## src/hdl/fcsu_regs.svh

```systemverilog
/*
 * Register offsets, field positions, command codes and reset values for the
 * flash command and status unit; the carrier types are in fcsu_pkg.
 * Assumes an APB slave with 32-bit data; each register is one aligned word.
 */
//
// Contract
// - Status bits 3, 1, 0 read zero, ignore writes
// - Writing 1 to buffer-empty launches, clears it
// - Burst moving to array sets buffer-empty flag
// - Only burst program commands may be queued
// - Complete flag high when idle, drops on launch
// - Protected target sets violation flag, drops command
// - Violation flag clears only by writing 1
// - Broken command sequence sets access error, drops
// - Program/erase before divider written is access error
// - Stop entry during busy command is access error
// - Access error clears by 1, 0 ignored
// - Blank flag set only if array all erased
// - Blank flag clears on valid launch only
// - Codes 05 blank, 20 program, 25 burst
// - Codes 40 page erase, 41 mass erase
// - Other codes are illegal, access error
// - Protection open and disable bits select protection
`ifndef FCSU_REGS_SVH
`define FCSU_REGS_SVH

`define FCSU_OFF_STATUS   12'h000
`define FCSU_OFF_COMMAND  12'h004
`define FCSU_OFF_ADDR     12'h008
`define FCSU_OFF_DATA     12'h00C
`define FCSU_OFF_DIVIDER  12'h010
`define FCSU_OFF_PROTECT  12'h014
`define FCSU_OFF_IRQ_MASK 12'h018
`define FCSU_OFF_IRQ_STAT 12'h01C

`define FCSU_BIT_CBEF     7
`define FCSU_BIT_CCF      6
`define FCSU_BIT_PVIOL    5
`define FCSU_BIT_ACCERR   4
`define FCSU_BIT_BLANK    2

`define FCSU_CMD_BLANK    8'h05
`define FCSU_CMD_PROG     8'h20
`define FCSU_CMD_BURST    8'h25
`define FCSU_CMD_PAGE     8'h40
`define FCSU_CMD_MASS     8'h41

`define FCSU_BIT_POPEN    7
`define FCSU_BIT_PDIS     6
`define FCSU_PROT_RESET   8'h80
`define FCSU_PAGE_BYTES   512
`define FCSU_PROT_BASE    16'hFE00
`define FCSU_PROT_FULL    16'h182C
`define FCSU_PS_FULL      3'h7
`define FCSU_ERASED       8'hFF

`define FCSU_IRQ_DONE     0
`define FCSU_IRQ_PVIOL    1
`define FCSU_IRQ_ACCERR   2
`define FCSU_IRQ_LVL_RESET 3'h1

`endif

```

## src/hdl/fcsu_pkg.sv

```systemverilog
/*
 * Carrier types for the flash command and status unit.
 * Assumes fcsu_regs.svh is compiled alongside for constants.
 */
package fcsu_pkg;

	typedef struct packed {
		logic [15:0] addr;
		logic [7:0]  data;
		logic [7:0]  cmd;
	} fcsu_cmd_type;

	typedef struct packed {
		logic        start;
		logic        is_erase;
		logic        is_mass;
		logic        is_blank;
		logic [15:0] addr;
		logic [7:0]  data;
	} fcsu_array_req_type;

	typedef enum logic [1:0] {
		FCSU_SEQ_IDLE,
		FCSU_SEQ_DATA,
		FCSU_SEQ_CMD
	} fcsu_seq_type;

endpackage

```

## src/hdl/fcsu_top.sv

```systemverilog
/*
 * Flash command launch, status and error reporting unit with an APB slave.
 * Assumes an external array engine that takes one request pulse, answers
 * with a done pulse and a blank result, and a stop-mode level from the core.
 */
// Chosen here: the register offsets and the APB interface to the registers.
`timescale 1ns/1ps
`default_nettype none
`include "fcsu_regs.svh"

module fcsu_top (
	input  wire logic                      pclk,
	input  wire logic                      presetn,
	input  wire logic                      psel,
	input  wire logic                      penable,
	input  wire logic                      pwrite,
	input  wire logic [11:0]               paddr,
	input  wire logic [31:0]               pwdata,
	output logic      [31:0]               prdata,
	output logic                           pready,
	output logic                           pslverr,
	output fcsu_pkg::fcsu_array_req_type   array_req,
	input  wire logic                      array_busy,
	input  wire logic                      array_done,
	input  wire logic                      array_blank,
	input  wire logic                      stop_mode,
	output logic                           irq
);

	logic                   wr_en;
	logic                   rd_en;
	logic                   cbef_r;
	logic                   pviol_r;
	logic                   accerr_r;
	logic                   blank_r;
	logic                   divider_set_r;
	logic [7:0]             divider_r;
	logic [7:0]             protect_r;
	logic [7:0]             command_r;
	logic [2:0]             irq_mask_r;
	logic [2:0]             irq_stat_r;
	logic                   queued_r;
	logic                   exec_r;
	logic                   exec_blank_r;
	logic                   stop_meta_r;
	logic                   stop_sync_r;
	logic                   stop_prev_r;
	logic                   ccf;
	logic                   launch;
	logic                   launch_ok;
	logic                   seq_err;
	logic                   div_err;
	logic                   illegal;
	logic                   protected_hit;
	logic                   stop_err;
	logic                   move_burst;
	logic [15:0]            prot_base;
	logic [7:0]             status_rd;
	logic [31:0]            rdata_nxt;
	fcsu_pkg::fcsu_cmd_type cmd_r;
	fcsu_pkg::fcsu_cmd_type queue_r;
	fcsu_pkg::fcsu_seq_type seq_r;

	// Zero-wait slave: every access completes in its first access cycle
	assign pready  = 1'b1;
	assign wr_en   = psel && penable && pwrite;
	assign rd_en   = psel && penable && !pwrite;
	assign pslverr = 1'b0;

	logic stat_wr;
	assign stat_wr = wr_en && (paddr == `FCSU_OFF_STATUS);
	assign launch  = stat_wr && pwdata[`FCSU_BIT_CBEF] && cbef_r;

	// Command validity checks at launch
	always_comb begin
		unique case (cmd_r.cmd)
			`FCSU_CMD_BLANK, `FCSU_CMD_PROG, `FCSU_CMD_BURST,
			`FCSU_CMD_PAGE, `FCSU_CMD_MASS: illegal = 1'b0;
			default: illegal = 1'b1;
		endcase
	end

	always_comb begin
		if (protect_r[5:3] == `FCSU_PS_FULL) begin
			prot_base = `FCSU_PROT_FULL;
		end else begin
			prot_base = 16'(`FCSU_PROT_BASE << protect_r[5:3]);
		end
	end

	always_comb begin
		protected_hit = 1'b0;
		if (cmd_r.cmd != `FCSU_CMD_BLANK) begin
			if (!protect_r[`FCSU_BIT_POPEN]) begin
				protected_hit = 1'b1;
			end else if (!protect_r[`FCSU_BIT_PDIS]) begin
				if (cmd_r.cmd == `FCSU_CMD_MASS) begin
					protected_hit = 1'b1;
				end else if (cmd_r.addr >= prot_base) begin
					protected_hit = 1'b1;
				end
			end
		end
	end

	// launch only after command write in an unbroken sequence
	assign seq_err  = (seq_r != fcsu_pkg::FCSU_SEQ_CMD);
	assign div_err  = !divider_set_r && (cmd_r.cmd != `FCSU_CMD_BLANK);
	// non-burst commands need an empty queue and idle engine
	logic busy_conflict;
	assign busy_conflict = (exec_r || queued_r) &&
		((cmd_r.cmd != `FCSU_CMD_BURST) || queued_r ||
		 (exec_r && !(cmd_r.cmd == `FCSU_CMD_BURST)));
	assign launch_ok = launch && !seq_err && !div_err && !illegal &&
		!busy_conflict && !protected_hit;

	// Stop level from the core is asynchronous to this clock
	always_ff @(posedge pclk or negedge presetn) begin
		if (!presetn) begin
			stop_meta_r <= 1'b0;
			stop_sync_r <= 1'b0;
			stop_prev_r <= 1'b0;
		end else begin
			stop_meta_r <= stop_mode;
			stop_sync_r <= stop_meta_r;
			stop_prev_r <= stop_sync_r;
		end
	end
	assign stop_err = stop_sync_r && !stop_prev_r && (exec_r || queued_r);

	// Sequence tracker: address/data write, then command, then launch
	always_ff @(posedge pclk or negedge presetn) begin
		if (!presetn) begin
			seq_r <= fcsu_pkg::FCSU_SEQ_IDLE;
		end else if (wr_en) begin
			unique case (paddr)
				`FCSU_OFF_ADDR, `FCSU_OFF_DATA: seq_r <= fcsu_pkg::FCSU_SEQ_DATA;
				`FCSU_OFF_COMMAND: seq_r <= (seq_r == fcsu_pkg::FCSU_SEQ_DATA) ?
					fcsu_pkg::FCSU_SEQ_CMD : fcsu_pkg::FCSU_SEQ_IDLE;
				`FCSU_OFF_IRQ_MASK, `FCSU_OFF_IRQ_STAT: seq_r <= seq_r;
				default: seq_r <= fcsu_pkg::FCSU_SEQ_IDLE;
			endcase
		end else if (rd_en && (paddr != `FCSU_OFF_STATUS) &&
			(paddr != `FCSU_OFF_IRQ_MASK) && (paddr != `FCSU_OFF_IRQ_STAT)) begin
			// Interrupt servicing may poll between steps without breaking them
			seq_r <= fcsu_pkg::FCSU_SEQ_IDLE;
		end
	end

	// Command staging registers
	always_ff @(posedge pclk or negedge presetn) begin
		if (!presetn) begin
			cmd_r <= '0;
		end else if (wr_en) begin
			if (paddr == `FCSU_OFF_ADDR) begin
				cmd_r.addr <= pwdata[15:0];
			end
			if (paddr == `FCSU_OFF_DATA) begin
				cmd_r.data <= pwdata[7:0];
			end
			if (paddr == `FCSU_OFF_COMMAND) begin
				cmd_r.cmd <= pwdata[7:0];
			end
		end
	end
	assign command_r = cmd_r.cmd;

	// Divider: any write marks it initialised; only reset un-sets it
	always_ff @(posedge pclk or negedge presetn) begin
		if (!presetn) begin
			divider_r     <= 8'h00;
			divider_set_r <= 1'b0;
		end else if (wr_en && (paddr == `FCSU_OFF_DIVIDER)) begin
			divider_r     <= pwdata[7:0];
			divider_set_r <= 1'b1;
		end
	end

	// Protection: the low three bits do not exist and always read zero
	always_ff @(posedge pclk or negedge presetn) begin
		if (!presetn) begin
			protect_r <= `FCSU_PROT_RESET;
		end else if (wr_en && (paddr == `FCSU_OFF_PROTECT)) begin
			protect_r <= {pwdata[7:3], 3'h0};
		end
	end

	// Command queue and execution tracking
	assign move_burst = queued_r && !exec_r;
	// A stop event in the hand-over cycle drops the command instead
	logic start_now;
	assign start_now = move_burst && !array_busy && !stop_err;

	// Launch wins over a same-cycle drop: the new command is the valid one
	always_ff @(posedge pclk or negedge presetn) begin
		if (!presetn) begin
			queue_r  <= '0;
			queued_r <= 1'b0;
		end else if (launch_ok) begin
			queue_r  <= cmd_r;
			queued_r <= 1'b1;
		end else if (stop_err || start_now) begin
			queued_r <= 1'b0;
		end
	end

	always_ff @(posedge pclk or negedge presetn) begin
		if (!presetn) begin
			exec_r       <= 1'b0;
			exec_blank_r <= 1'b0;
		end else if (start_now) begin
			exec_r       <= 1'b1;
			exec_blank_r <= (queue_r.cmd == `FCSU_CMD_BLANK);
		end else if (array_done || stop_err) begin
			exec_r <= 1'b0;
		end
	end

	// Fields stay put after the pulse, so the engine may sample them late
	always_ff @(posedge pclk or negedge presetn) begin
		if (!presetn) begin
			array_req <= '0;
		end else begin
			array_req.start <= start_now;
			if (start_now) begin
				array_req.is_erase <= (queue_r.cmd == `FCSU_CMD_PAGE) ||
					(queue_r.cmd == `FCSU_CMD_MASS);
				array_req.is_mass  <= (queue_r.cmd == `FCSU_CMD_MASS);
				array_req.is_blank <= (queue_r.cmd == `FCSU_CMD_BLANK);
				array_req.addr     <= queue_r.addr;
				array_req.data     <= queue_r.data;
			end
		end
	end

	assign ccf = !queued_r && !exec_r;

	// Status flags; hardware set wins over a same-cycle clear, except that launch clears buffer-empty
	always_ff @(posedge pclk or negedge presetn) begin
		if (!presetn) begin
			cbef_r <= 1'b1;
		end else if (launch) begin
			cbef_r <= 1'b0;
		end else if (move_burst && !array_busy) begin
			cbef_r <= 1'b1;
		end else if (!queued_r) begin
			cbef_r <= 1'b1;
		end
	end

	always_ff @(posedge pclk or negedge presetn) begin
		if (!presetn) begin
			pviol_r <= 1'b0;
		end else if (launch && !seq_err && !illegal && !div_err && protected_hit) begin
			pviol_r <= 1'b1;
		end else if (stat_wr && pwdata[`FCSU_BIT_PVIOL]) begin
			pviol_r <= 1'b0;
		end
	end

	always_ff @(posedge pclk or negedge presetn) begin
		if (!presetn) begin
			accerr_r <= 1'b0;
		end else if ((launch && (seq_err || illegal || div_err || busy_conflict)) ||
			stop_err) begin
			accerr_r <= 1'b1;
		end else if (stat_wr && pwdata[`FCSU_BIT_ACCERR]) begin
			accerr_r <= 1'b0;
		end
	end

	// A result landing in a launch cycle is kept over the launch clear
	always_ff @(posedge pclk or negedge presetn) begin
		if (!presetn) begin
			blank_r <= 1'b0;
		end else if (exec_r && exec_blank_r && array_done) begin
			blank_r <= array_blank;
		end else if (launch_ok) begin
			blank_r <= 1'b0;
		end
	end

	always_comb begin
		status_rd = 8'h00;
		status_rd[`FCSU_BIT_CBEF]   = cbef_r;
		status_rd[`FCSU_BIT_CCF]    = ccf;
		status_rd[`FCSU_BIT_PVIOL]  = pviol_r;
		status_rd[`FCSU_BIT_ACCERR] = accerr_r;
		status_rd[`FCSU_BIT_BLANK]  = blank_r;
	end

	// Interrupt: a rising flag is an event; reading the event word clears it.
	// Edge-detected, so a flag left standing cannot defeat the clearing read.
	logic [2:0]      irq_lvl;
	logic [2:0]      irq_lvl_prev_r;
	logic            irq_stat_rd;
	wire logic [2:0] irq_stat_nxt;

	always_comb begin
		irq_lvl                          = 3'h0;
		irq_lvl[`FCSU_IRQ_DONE]   = ccf;
		irq_lvl[`FCSU_IRQ_PVIOL]  = pviol_r;
		irq_lvl[`FCSU_IRQ_ACCERR] = accerr_r;
	end
	assign irq_stat_rd = rd_en && (paddr == `FCSU_OFF_IRQ_STAT);

	// An event in the clearing cycle survives the read
	for (genvar g = 0; g < $bits(irq_lvl); g++) begin : g_irq
		assign irq_stat_nxt[g] = (irq_lvl[g] && !irq_lvl_prev_r[g]) ||
			(irq_stat_r[g] && !irq_stat_rd);
	end

	// Complete reads high out of reset; matching it avoids a false event
	always_ff @(posedge pclk or negedge presetn) begin
		if (!presetn) begin
			irq_lvl_prev_r <= `FCSU_IRQ_LVL_RESET;
			irq_stat_r     <= 3'h0;
		end else begin
			irq_lvl_prev_r <= irq_lvl;
			irq_stat_r     <= irq_stat_nxt;
		end
	end

	always_ff @(posedge pclk or negedge presetn) begin
		if (!presetn) begin
			irq_mask_r <= 3'h0;
		end else if (wr_en && (paddr == `FCSU_OFF_IRQ_MASK)) begin
			irq_mask_r <= pwdata[2:0];
		end
	end
	assign irq = |(irq_stat_r & irq_mask_r);

	// Read mux; unmapped addresses read zero
	always_comb begin
		rdata_nxt = 32'h0000_0000;
		unique case (paddr)
			`FCSU_OFF_STATUS:   rdata_nxt[7:0]  = status_rd;
			`FCSU_OFF_COMMAND:  rdata_nxt[7:0]  = command_r;
			`FCSU_OFF_ADDR:     rdata_nxt[15:0] = cmd_r.addr;
			`FCSU_OFF_DATA:     rdata_nxt[7:0]  = cmd_r.data;
			`FCSU_OFF_DIVIDER:  rdata_nxt[7:0]  = divider_r;
			`FCSU_OFF_PROTECT:  rdata_nxt[7:0]  = protect_r;
			`FCSU_OFF_IRQ_MASK: rdata_nxt[2:0]  = irq_mask_r;
			`FCSU_OFF_IRQ_STAT: rdata_nxt[2:0]  = irq_stat_r;
			default:            rdata_nxt       = 32'h0000_0000;
		endcase
	end
	assign prdata = rdata_nxt;

endmodule // fcsu_top

`default_nettype wire

```

## config.mk

```make
export PLATFORM = sky130hd
export DESIGN_NAME = fcsu_top
export DESIGN_NICKNAME = d
export VERILOG_FILES = /design/src/hdl/fcsu_pkg.sv /design/src/hdl/fcsu_top.sv
export VERILOG_INCLUDE_DIRS = /design/src /design/src/hdl
export SDC_FILE = /design/constraint.sdc
export NUM_CORES = 1
export LEC_CHECK = 0
export ABC_AREA = 1
export ABC_CLOCK_PERIOD_IN_PS = 8200
export BUFFER_PORTS_ARGS = -buffer_cell sky130_fd_sc_hd__buf_4
export CAP_MARGIN = 20
export CORE_MARGIN = 1.5
export CORE_UTILIZATION = 40
export CTS_BUF_LIST = sky130_fd_sc_hd__clkbuf_8
export CTS_CLUSTER_SIZE = 30
export DETAILED_ROUTE_END_ITERATION = 12
export MAX_ROUTING_LAYER = met4
export PLACE_DENSITY_LB_ADDON = 0.08
export REMOVE_ABC_BUFFERS = 1
export SYNTH_ARGS = -nofsm -noshare
export SYNTH_HDL_FRONTEND = slang
export SYNTH_SLANG_ARGS = --single-unit
export TNS_END_PERCENT = 5
```

## constraint.sdc

```tcl
create_clock -name pclk -period 8.2 [get_ports pclk]
set_clock_uncertainty 0.05 [all_clocks]
set_input_delay 2.46 -clock pclk [delete_from_list [all_inputs] [get_ports pclk]]
set_output_delay 2.46 -clock pclk [all_outputs]
set_load 0.02 [all_outputs]
```

==> results of run 1 <==
## area by class of cell
cell class              instances  area share (%)
well taps                     184            3.30
clock buffers                  19            3.75
multi-input cells             484            33.3
inverters                      60            3.23
flip-flops and latches        126            45.2
clock inverters                12            1.72
repair buffers                 85            9.43
## placed cells by master, fill, tap and decap left out, types with 5 or more instances in the layout
| master | instances |
|---|---|
| o21ai_0 | 51 |
| conb_1 | 18 |
| ha_1 | 10 |
| nor2_1 | 45 |
| clkbuf_8 | 19 |
| mux2_2 | 8 |
| nor3_1 | 5 |
| o22ai_1 | 7 |
| a21oi_1 | 11 |
| nand3_1 | 48 |
| inv_1 | 57 |
| clkinv_2 | 7 |
| dfrtp_1 | 123 |
| nand2_1 | 241 |
| buf_4 | 84 |
## power groups by stage
stage / Sequential [mW] / Combinational (mW) / Clock [mW]
6_report: 0.626 / 0.0474 / 0.525
5_1_grt: 0.625 / 0.0529 / 0.569
4_1_cts: 0.626 / 0.0485 / 0.538
3_5_place_dp: 0.638 / 0.0484 / 0
3_3_place_gp: 0.637 / 0.0477 / 0
2_1_floorplan: 0.637 / 0.0158 / 0
## stage by stage
step / setup slack, ps / cell area [um^2]
2_1_floorplan: 1880 / 5710
3_3_place_gp: 1390 / 6570
3_5_place_dp: 1380 / 6570
4_1_cts: 1370 / 6950
5_1_grt: 1250 / 6980
6_report: 1390 / 6980
## kinds of logic (layout without fill, tap and decap cells)
logic type | count (synthesis) | count (layout) | share of synthesized area [%]
adder cells (fa/ha/maj) | 10 | 10 | 2.10
buffers and inverters | 99 | 176 | 8.80
other | 2 | 18 | 0.126
XOR/XNOR | 1 | 1 | 0.147
AND/OR/NAND/NOR | 366 | 366 | 26.7
AO/OA/AOI/OAI | 80 | 80 | 7.37
flip-flops | 126 | 126 | 53.1
multiplexers | 9 | 9 | 1.68
## registers in the layout (all words and copies together), names as in the netlist, 5 cells and up
name / cells
array_req: 28
cmd_r: 24
command_r: 8
divider_r: 8
protect_r: 5
queue_r: 32
## critical path, stage by stage
cell and delay [ps]:
buf_4 120, nor2_1 80, nand2_1 100, nor2_4 170, and2_2 170, nand2_1 120
nor2_1 560, a22oi_1 150, nand3b_1 180, buf_4 170
## worst paths after layout
kind | from | to | depth (start not counted)
worst max-delay path | paddr[10] | prdata[2] | 10
worst min-delay path | stop_meta_r$_DFF_PN0_ | stop_sync_r$_DFF_PN0_ | 0
worst max register to register | protect_r[4]$_DFFE_PN0P_ | queue_r[29]$_DFFE_PN0P_ | 16
worst min register to register | stop_meta_r$_DFF_PN0_ | stop_sync_r$_DFF_PN0_ | 0
max in group asynchronous | presetn | queue_r[28]$_DFFE_PN0P_ | 2
min in group asynchronous | presetn | array_req[0]$_DFFE_PN0P_ | 1
## metal layers
| layer | global-route usage, % | wire length, um | vias up | part of all wire, % |
|---|---|---|---|---|
| li1 | - | - | 2350 | - |
| met3 | 3.65 | 590 | 16 | 4.2 |
| met4 | 5.88 | 182 | 0 | 1.3 |
| met2 | 31.2 | 6760 | 103 | 48 |
| met1 | 26.4 | 6650 | 2284 | 47 |
| met5 | - | 0 | - | 0 |
==> summary.txt, run 1 <==
Outcome
  • Status: finished clean

Synth
  • Commonest cells in the synthesized netlist: nand2_1, dfrtp_1, inv_1, o21ai_0, nand3_1
  • Fraction of registers with async set/reset: 100%
  • Dominant cells by area after synthesis: dfrtp_1, nand2_1, o21ai_0
  • Sequential area share after synthesis: 53.1%
  • Post-synth EDFFs: 0
  • Yosys cell types: 40
  • Syn. warnings: 0
  • Mapped Avg Cell Area: 8.58 um^2
  • Area leader, netlist: dfrtp_1
  • Count leader, synth: nand2_1
  • Mapped cell area: 0.00595 mm^2
  • #FFs+latches synth: 126
  • Synth top area share: 51.8%
  • Mapped Cells: 693
  • Top_reg_cell synth: dfrtp_1

Global routing
  • First-pass GRT wire length: 23800 um
  • Largest net degree at the start of global routing: 76
  • Initial antenna violation count: 0
  • Grt ovf: 0
  • Vias in the first global route: 4647
  • GRT Overall Usage: 19.8%

Drt
  • Routed WL per cell: 14.6 um
  • Avg Vias per Cell: 4.90
  • Initial DRC count: 254
  • Total number of vias: 4753
  • WL final: 14200 um
  • Drc violations: 0
  • 1st-pass router iterations: 5
  • Number of routed nets with antenna violations: 0

Floorplan
  • Initial Utilization: 40.9%
  • IO Count: 116
  • Die area: 0.0156 mm^2
  • Die Wd: 125 um
  • Cell row count: 44
  • Core area: 0.0145 mm^2
  • Die height: 125 um

Cells and area
  • Area occupied by multi-input gates: 0.00233 mm^2
  • Utilization after layout: 48.0%
  • Nets: 837
  • Antenna Cells: 0
  • Layout cell share with drive strength beyond 1: 18.8%
  • Area delta synth->final: 17.4%
  • Fillers: 1456
  • Finished Layout Cells: 970
  • Register area: 0.00316 mm^2

STA
  • Unrepaired setup endpoints after global routing: false
  • Tcrit/Tclk final: 83.0%
  • Endpoints failing setup: 0
  • Fmax: 147 MHz
  • Relative slew slack: 35.5%
  • Clock period minus worst slack: 6810 ps
  • Worst-Margin Slew: 967 ps
  • Max Transition Viols Final: 0
  • WHS: 308 ps
  • Setup TNS Final: 0 ps
  • Final-report hold violation count: 0

Power and ir drop
  • PD cells: 172 mW/mm^2
  • Switch Pwr: 0.279 mW
  • Worst vdd ir: 86.3 uV
  • Tot Pwr: 1.20 mW
  • Cell-internal power: 0.919 mW
  • Power share of the combinational group: 4.0%
  • P_leak: 3.72 nW
  • Clk network pwr share: 43.8%
  • Flop pwr share: 52.2%
  • Net Sw Frac: 23.3%

Clock tree
  • Clock sink total: 126
  • Clk slew on worst S/H paths: 80 ps
  • CTS tree: done
  • Skew-Pair Late Insertion Delay: 440 ps
  • Number of setup buffers added after CTS: 0
  • CTS Buffer Depth: 2
  • Root Buffer: clkbuf_8
  • Post-cts sizing count: 0
  • Hold Buf Count CTS: 0
  • CTS buffer count: 17
  • H-tree Lvls: 4

Setup path
  • WP data arrival: 4300 ps
  • CP Launch Type: input pin
  • Critical Path RT: 5690 ps
  • Reg2reg setup slack: 5200 ps
  • Crit Path Max Fanout: 8
  • Critical path type: input pin to primary output
  • Critical path endpoint category: primary output

Placement
  • IO buf count: 81
  • Dpl cells: 938
  • Detailed placer's ending HPWL: 9900 um
  • RD Place Congestion: 0.860

Worst hold path
  • Worst Hold Class: register to register

Run
  • Max-cap viol count: 0
(Power assumes the default switching activity.)
==> run 2: changes to the inputs <==
ABC_CLOCK_PERIOD_IN_PS = 6000   (was 8200)
clock period = 6 ns   (was 8.2 ns; I/O delays follow)
==> run 2 against run 1 <==
  * Routed wire length increased by 0.59%
  * First-iteration DRC count increased by 5.9%
  * Critical path type unchanged
  * Count of clock-buffer cells in the layout decreased by 2
  * Sequential cell count unchanged
  * Die area unchanged
  * Core utilization decreased by 0.18 points
  * Register-to-register slack got worse by 2200 ps
  * Final cell count increased by 0.21%
  * Final area decreased by 0.38%
  * Largest cell class unchanged
  * Total power increased by 31%
==> summary.txt, run 2 (synthesis gave the netlist of run 1 again) <==
Floorplan
  • Core area: 0.0145 mm^2 (unchanged)
  • Die Wd: 125 um (unchanged)
  • Die area: 0.0156 mm^2 (unchanged)
  • IO Count: 116 (unchanged)
  • Die height: 125 um (unchanged)
  • Initial Utilization: 40.9% (unchanged)
  • Cell row count: 44 (unchanged)

Outcome
  • Status: finished clean

Drt
  • Initial DRC count: 269 (+5.9%)
  • Drc violations: 0 (unchanged)
  • Total number of vias: 4773 (+0.42%)
  • Number of routed nets with antenna violations: 0 (unchanged)
  • WL final: 14300 um (+0.59%)
  • Avg Vias per Cell: 4.91 (+0.21%)
  • 1st-pass router iterations: 5 (unchanged)
  • Routed WL per cell: 14.7 um (+0.39%)

Cells and area
  • Biggest regs: queue_r (32), array_req (28), cmd_r (24)
  • Nets: 839 (+0.24%)
  • Max reg flops: 32 (unchanged)
  • Fillers: 1486 (+2.1%)
  • Reg with most FFs: queue_r
  • Antenna Cells: 0 (unchanged)
  • Most frequent cells in the layout: nand2_1, dfrtp_1, buf_4
  • Layout cell share with drive strength beyond 1: 18.8% (-0.048 points)
  • Commonest non-fill, non-tap cell in the layout: nand2_1
  • Utilization after layout: 47.8% (-0.18 points)
  • Area delta synth->final: 16.9%

Placement
  • RD Place Congestion: 0.861 (+0.21%)
  • IO buf count: 81 (unchanged)
  • Detailed placer's ending HPWL: 10100 um (+2.1%)

STA
  • Setup TNS Final: 0 ps (unchanged)
  • Relative slew slack: 50.7% (+15 points)
  • Max Transition Viols Final: 0 (unchanged)
  • Final-report hold violation count: 0 (unchanged)
  • Worst-Margin Slew: 736 ps (-230 ps)
  • Endpoints failing setup: 0 (unchanged)
  • Tcrit/Tclk final: 90.3%
  • Unrepaired setup endpoints after global routing: false
  • Clock period minus worst slack: 5420 ps
  • Fmax: 185 MHz

Power and ir drop
  • Worst vdd ir: 114 uV (+32%)
  • PD cells: 226 mW/mm^2 (+32%)
  • P_leak: 3.72 nW (about the same)

Setup path
  • CP max stage cell: clkinv_1
  • Critical path endpoint category: primary output
  • Worst path max stage delay: 290 ps (-270 ps)
  • Number of cells on the worst reg-to-reg path: 16 (unchanged)
  • Reg2reg setup slack: 3030 ps (-2170 ps)
  • R2r startpoint: protect_r[4]$_DFFE_PN0P_
  • CP delay by family, top: simple AND/OR/NAND/NOR gates
  • Critical Path RT: 4150 ps (-1540 ps)
  • Crit Path Max Fanout: 9 (+1)
  • Worst path bufs/invs: 3 (+1)
  • CP cell instances: buf_4 -> nor2_1 -> nand2_1 -> nor2_4 -> and2_2 -> nand2_1 -> nor2_4 -> clkinv_1 -> o211ai_1 -> buf_4
  • FF-to-FF End: queue_r[25]$_DFFE_PN0P_
  • WP data arrival: 3570 ps (-730 ps)
  • CP Launch Type: input pin
  • Critical path type: input pin to primary output

Global routing
  • Grt ovf: 0 (unchanged)
  • Met2 Use GR: 30.7% (-0.48 points)
  • GRT Overall Usage: 19.9% (+0.044 points)
  • M3 GR Usage: 3.95% (+0.30 points)
  • First-pass GRT wire length: 23700 um (-0.40%)
  • Grt peak-use layer: met2
  • Initial antenna violation count: 0 (unchanged)
  • Largest net degree at the start of global routing: 52 (-32%)
  • Met1 usage: 26.4% (+0.041 points)
  • Vias in the first global route: 4743 (+2.1%)

Clock tree
  • Root Buffer: clkbuf_8
  • H-tree Lvls: 4 (unchanged)
  • Clock sink total: 126 (unchanged)
  • CTS buffer count: 17 (unchanged)
  • Post-cts sizing count: 0 (unchanged)
  • Clk slew on worst S/H paths: 70 ps (about the same)
  • Hold Buf Count CTS: 0 (unchanged)
  • CTS tree: done
  • CTS Buffer Depth: 2 (unchanged)
  • Skew-Pair Late Insertion Delay: 440 ps (about the same)
  • Number of setup buffers added after CTS: 0 (unchanged)

Run
  • Max-cap viol count: 0 (unchanged)

Worst hold path
  • Worst Hold Class: register to register
  • Worst hold path depth: 0 (unchanged)
  • Hold EP: stop_sync_r$_DFF_PN0_
  • Hold Startpoint: stop_meta_r$_DFF_PN0_
-- run 2: how the worst max path moves through the flow --
stage               startpoint         to  slack (ps)  cells past startpoint
finish                paddr[7]  prdata[7]         580                     10
global route         paddr[11]  prdata[7]         370                     10
CTS                  paddr[11]  prdata[7]         520                     10
detailed placement   paddr[11]  prdata[7]         520                     10
global placement     paddr[11]  prdata[7]         550                     10
floorplan            paddr[11]  prdata[7]        1000                      8
-- run 2: layer usage --
layer | share of wire (%) | routed length, um
met1 | 47 | 6660
met2 | 47 | 6740
met3 | 4.3 | 607
met4 | 1.8 | 250
met5 | 0 | 0
-- run 2: final cells by class --
class | instances | area (um^2) | share of cell area [%]
Clock buffer | 17 | 234 | 3.37
Sequential cell | 126 | 3160 | 45.4
Inverter | 60 | 225 | 3.24
Clock inverter | 14 | 106 | 1.53
Multi-Input combinational cell | 484 | 2330 | 33.5
Tap cell | 184 | 230 | 3.31
Timing Repair Buffer | 87 | 673 | 9.68
-- run 2: metrics by stage --
step	setup slack, ps	instances	total power [mW]	hold slack [ps]	instance area, um^2
6_report	583	972	1.57	310	6950
5_1_grt	372	972	1.63	315	6950
4_1_cts	515	971	1.59	313	6920
3_5_place_dp	519	940	0.939	286	6580
3_3_place_gp	553	940	0.937	292	6580
2_1_floorplan	1000	670	0.892	281	5710
-- run 2: report_power, final --
part / switching (mW) / internal (mW)
registers: 0.00255 / 0.853
logic: 0.0456 / 0.0201
clock network: 0.333 / 0.317
-- run 2: worst register-to-register path, delay by kind of cell (launching register included) --
family,cells,cell delay [ps]
AND/OR/NAND/NOR,13,1860
flip-flops,1,410
adder cells (fa/ha/maj),1,280
AO/OA/AOI/OAI,1,140
buffers and inverters,1,110
==> run 3: changes to the inputs <==
REMOVE_ABC_BUFFERS = unset   (was 1)
==> run 3 against run 2 <==
  * Global-route usage rose by 0.33 points
  * Clock power rose by 24%
  * Register-to-register slack improved by 110 ps
  * Die area unchanged
  * Largest cell class unchanged
==> summary.txt, run 3 (synthesis gave the netlist of run 1 again) <==
Outcome
  • Status: finished clean

Drt
  • Wire length on met1: 7200 um (+8.1%)
  • Routed WL per cell: 14.8 um (+0.57%)
  • WL met2: 6560 um (-2.6%)
  • Total number of vias: 4646 (-2.7%)
  • Drc violations: 0 (unchanged)
  • WL met3: 496 um (-18%)
  • Avg Vias per Cell: 4.78 (-2.6%)
  • 1st-pass router iterations: 4 (-1)
  • Max Used Layer: met4
  • WL final: 14300 um (+0.46%)
  • Number of routed nets with antenna violations: 0 (unchanged)
  • Initial DRC count: 321 (+19%)

Clock tree
  • Post-cts sizing count: 0 (unchanged)
  • Hold Buf Count CTS: 0 (unchanged)
  • CTS Buffer Depth: 2 (unchanged)
  • Skew-Pair Late Insertion Delay: 440 ps (about the same)
  • CTS tree: done
  • Root Buffer: clkbuf_8
  • Clock sink total: 126 (unchanged)
  • Number of setup buffers added after CTS: 0 (unchanged)
  • H-tree Lvls: 4 (unchanged)
  • Clk slew on worst S/H paths: 70 ps (about the same)
  • CTS buffer count: 17 (unchanged)

Setup path
  • WP data arrival: 3480 ps (-90 ps)
  • CP Launch Type: input pin
  • Crit Path Max Fanout: 8 (-1)
  • R2r startpoint: protect_r[5]$_DFFE_PN0P_
  • Reg2reg setup slack: 3140 ps (+110 ps)
  • Critical path endpoint category: primary output
  • Number of cells on the worst reg-to-reg path: 15 (-1)
  • Critical Path RT: 4150 ps (about the same)
  • FF-to-FF End: queue_r[25]$_DFFE_PN0P_
  • Critical path type: input pin to primary output

STA
  • Tcrit/Tclk final: 88.8% (-1.4 points)
  • Worst-Margin Slew: 971 ps (+235 ps)
  • Setup TNS Final: 0 ps (unchanged)
  • Final-report hold violation count: 0 (unchanged)
  • Endpoints failing setup: 0 (unchanged)
  • Fmax: 188 MHz (+1.6%)
  • Relative slew slack: 35.1% (-16 points)
  • Clock period minus worst slack: 5330 ps (-86.6 ps)
  • Unrepaired setup endpoints after global routing: false
  • Max Transition Viols Final: 0 (unchanged)

Worst hold path
  • Hold Startpoint: stop_meta_r$_DFF_PN0_
  • Hold EP: stop_sync_r$_DFF_PN0_
  • Worst hold path depth: 0 (unchanged)
  • Worst Hold Class: register to register

Cells and area
  • Fillers: 1426 (-4.0%)
  • Most frequent cells in the layout: nand2_1, dfrtp_1, buf_4
  • Commonest non-fill, non-tap cell in the layout: nand2_1
  • Max reg flops: 32 (unchanged)
  • Design area: 0.00701 mm^2 (+0.83%)
  • Area delta synth->final: 17.9%
  • Layout cell share with drive strength beyond 1: 18.6% (-0.23 points)
  • Antenna Cells: 0 (unchanged)
  • Reg with most FFs: queue_r
  • Nets: 837 (-0.24%)
  • Biggest regs: queue_r (32), array_req (28), cmd_r (24)

Power and ir drop
  • P_leak: 3.74 nW (+0.67%)
  • PD cells: 247 mW/mm^2 (+9.1%)
  • Worst vdd ir: 107 uV (-6.4%)

Global routing
  • Grt ovf: 0 (unchanged)
  • First-pass GRT wire length: 23900 um (+0.67%)
  • Largest net degree at the start of global routing: 55 (+5.8%)
  • GRT Overall Usage: 20.2% (+0.33 points)
  • Initial antenna violation count: 0 (unchanged)
  • Vias in the first global route: 4548 (-4.1%)

Floorplan
  • Die area: 0.0156 mm^2 (unchanged)
  • Die Wd: 125 um (unchanged)
  • Cell row count: 44 (unchanged)
  • IO Count: 116 (unchanged)
  • Initial Utilization: 40.9% (unchanged)
  • Core area: 0.0145 mm^2 (unchanged)
  • Die height: 125 um (unchanged)

Placement
  • DP Area: 0.00658 mm^2 (-0.11%)
  • Detailed placer's ending HPWL: 10400 um (+3.1%)
  • IO buf count: 81 (unchanged)
  • RD Place Congestion: 0.844 (-2.0%)

Run
  • Max-cap viol count: 0 (unchanged)
-- run 3: cell count changes in the layout (fill, tap and decap cells not counted), sizes merged --
cell	delta
clkinv	-7
bufinv	+3
inv	+3
buf	-2
clkbuf	+2
-- run 3: where the power goes --
group,internal (mW),leakage [nW],switching (mW)
logic,0.0200,1.82,0.0460
clock network,0.471,0.230,0.336
registers,0.853,1.69,0.00261
total,1.34,3.74,0.385
-- run 3: worst max path at each step --
| stage | from | slack [ps] | to |
|---|---|---|---|
| finish | paddr[9] | 670 | prdata[2] |
| global route | paddr[11] | 470 | prdata[2] |
| CTS | paddr[9] | 670 | prdata[2] |
| detailed placement | paddr[9] | 670 | prdata[2] |
| global placement | paddr[11] | 680 | prdata[0] |
| floorplan | paddr[11] | 1000 | prdata[7] |
-- run 3: routing by layer --
metal	GRT usage, %	up-vias
met5	-	-
met4	5.15	0
met3	5.07	4
met2	29.2	87
met1	28.6	2204
li1	-	2351
-- run 3: area by class of cell --
cell class | count | area [um^2] | share of cell area [%]
sequential | 126 | 3160 | 45.0
multi-input combinational | 484 | 2330 | 33.2
timing repair buffer | 85 | 638 | 9.10
clock buffer | 19 | 262 | 3.73
tap | 184 | 230 | 3.28
inverter | 60 | 225 | 3.21
clock inverter | 13 | 171 | 2.45
-- run 3: per-stage QoR --
stage	utilization [%]	std cells	setup slack [ps]	power (mW)	hold slack (ps)
after global routing	48.2	971	471	1.80	321
after floorplan	-	709	1000	0.904	281
after detailed placement	45.2	939	674	0.938	291
final	48.2	971	669	1.73	306
after global placement	45.2	939	683	0.938	283
after CTS	48.2	971	668	1.75	309
-- run 3: critical path, cell delays in order --
cell      delay [ps]
buf_4            100
nor2_1           100
nand2_1          100
nor2_4           160
and2_2           170
nand2_1          100
nor2_1           440
a22oi_1          200
nand3b_1         150
buf_4            150
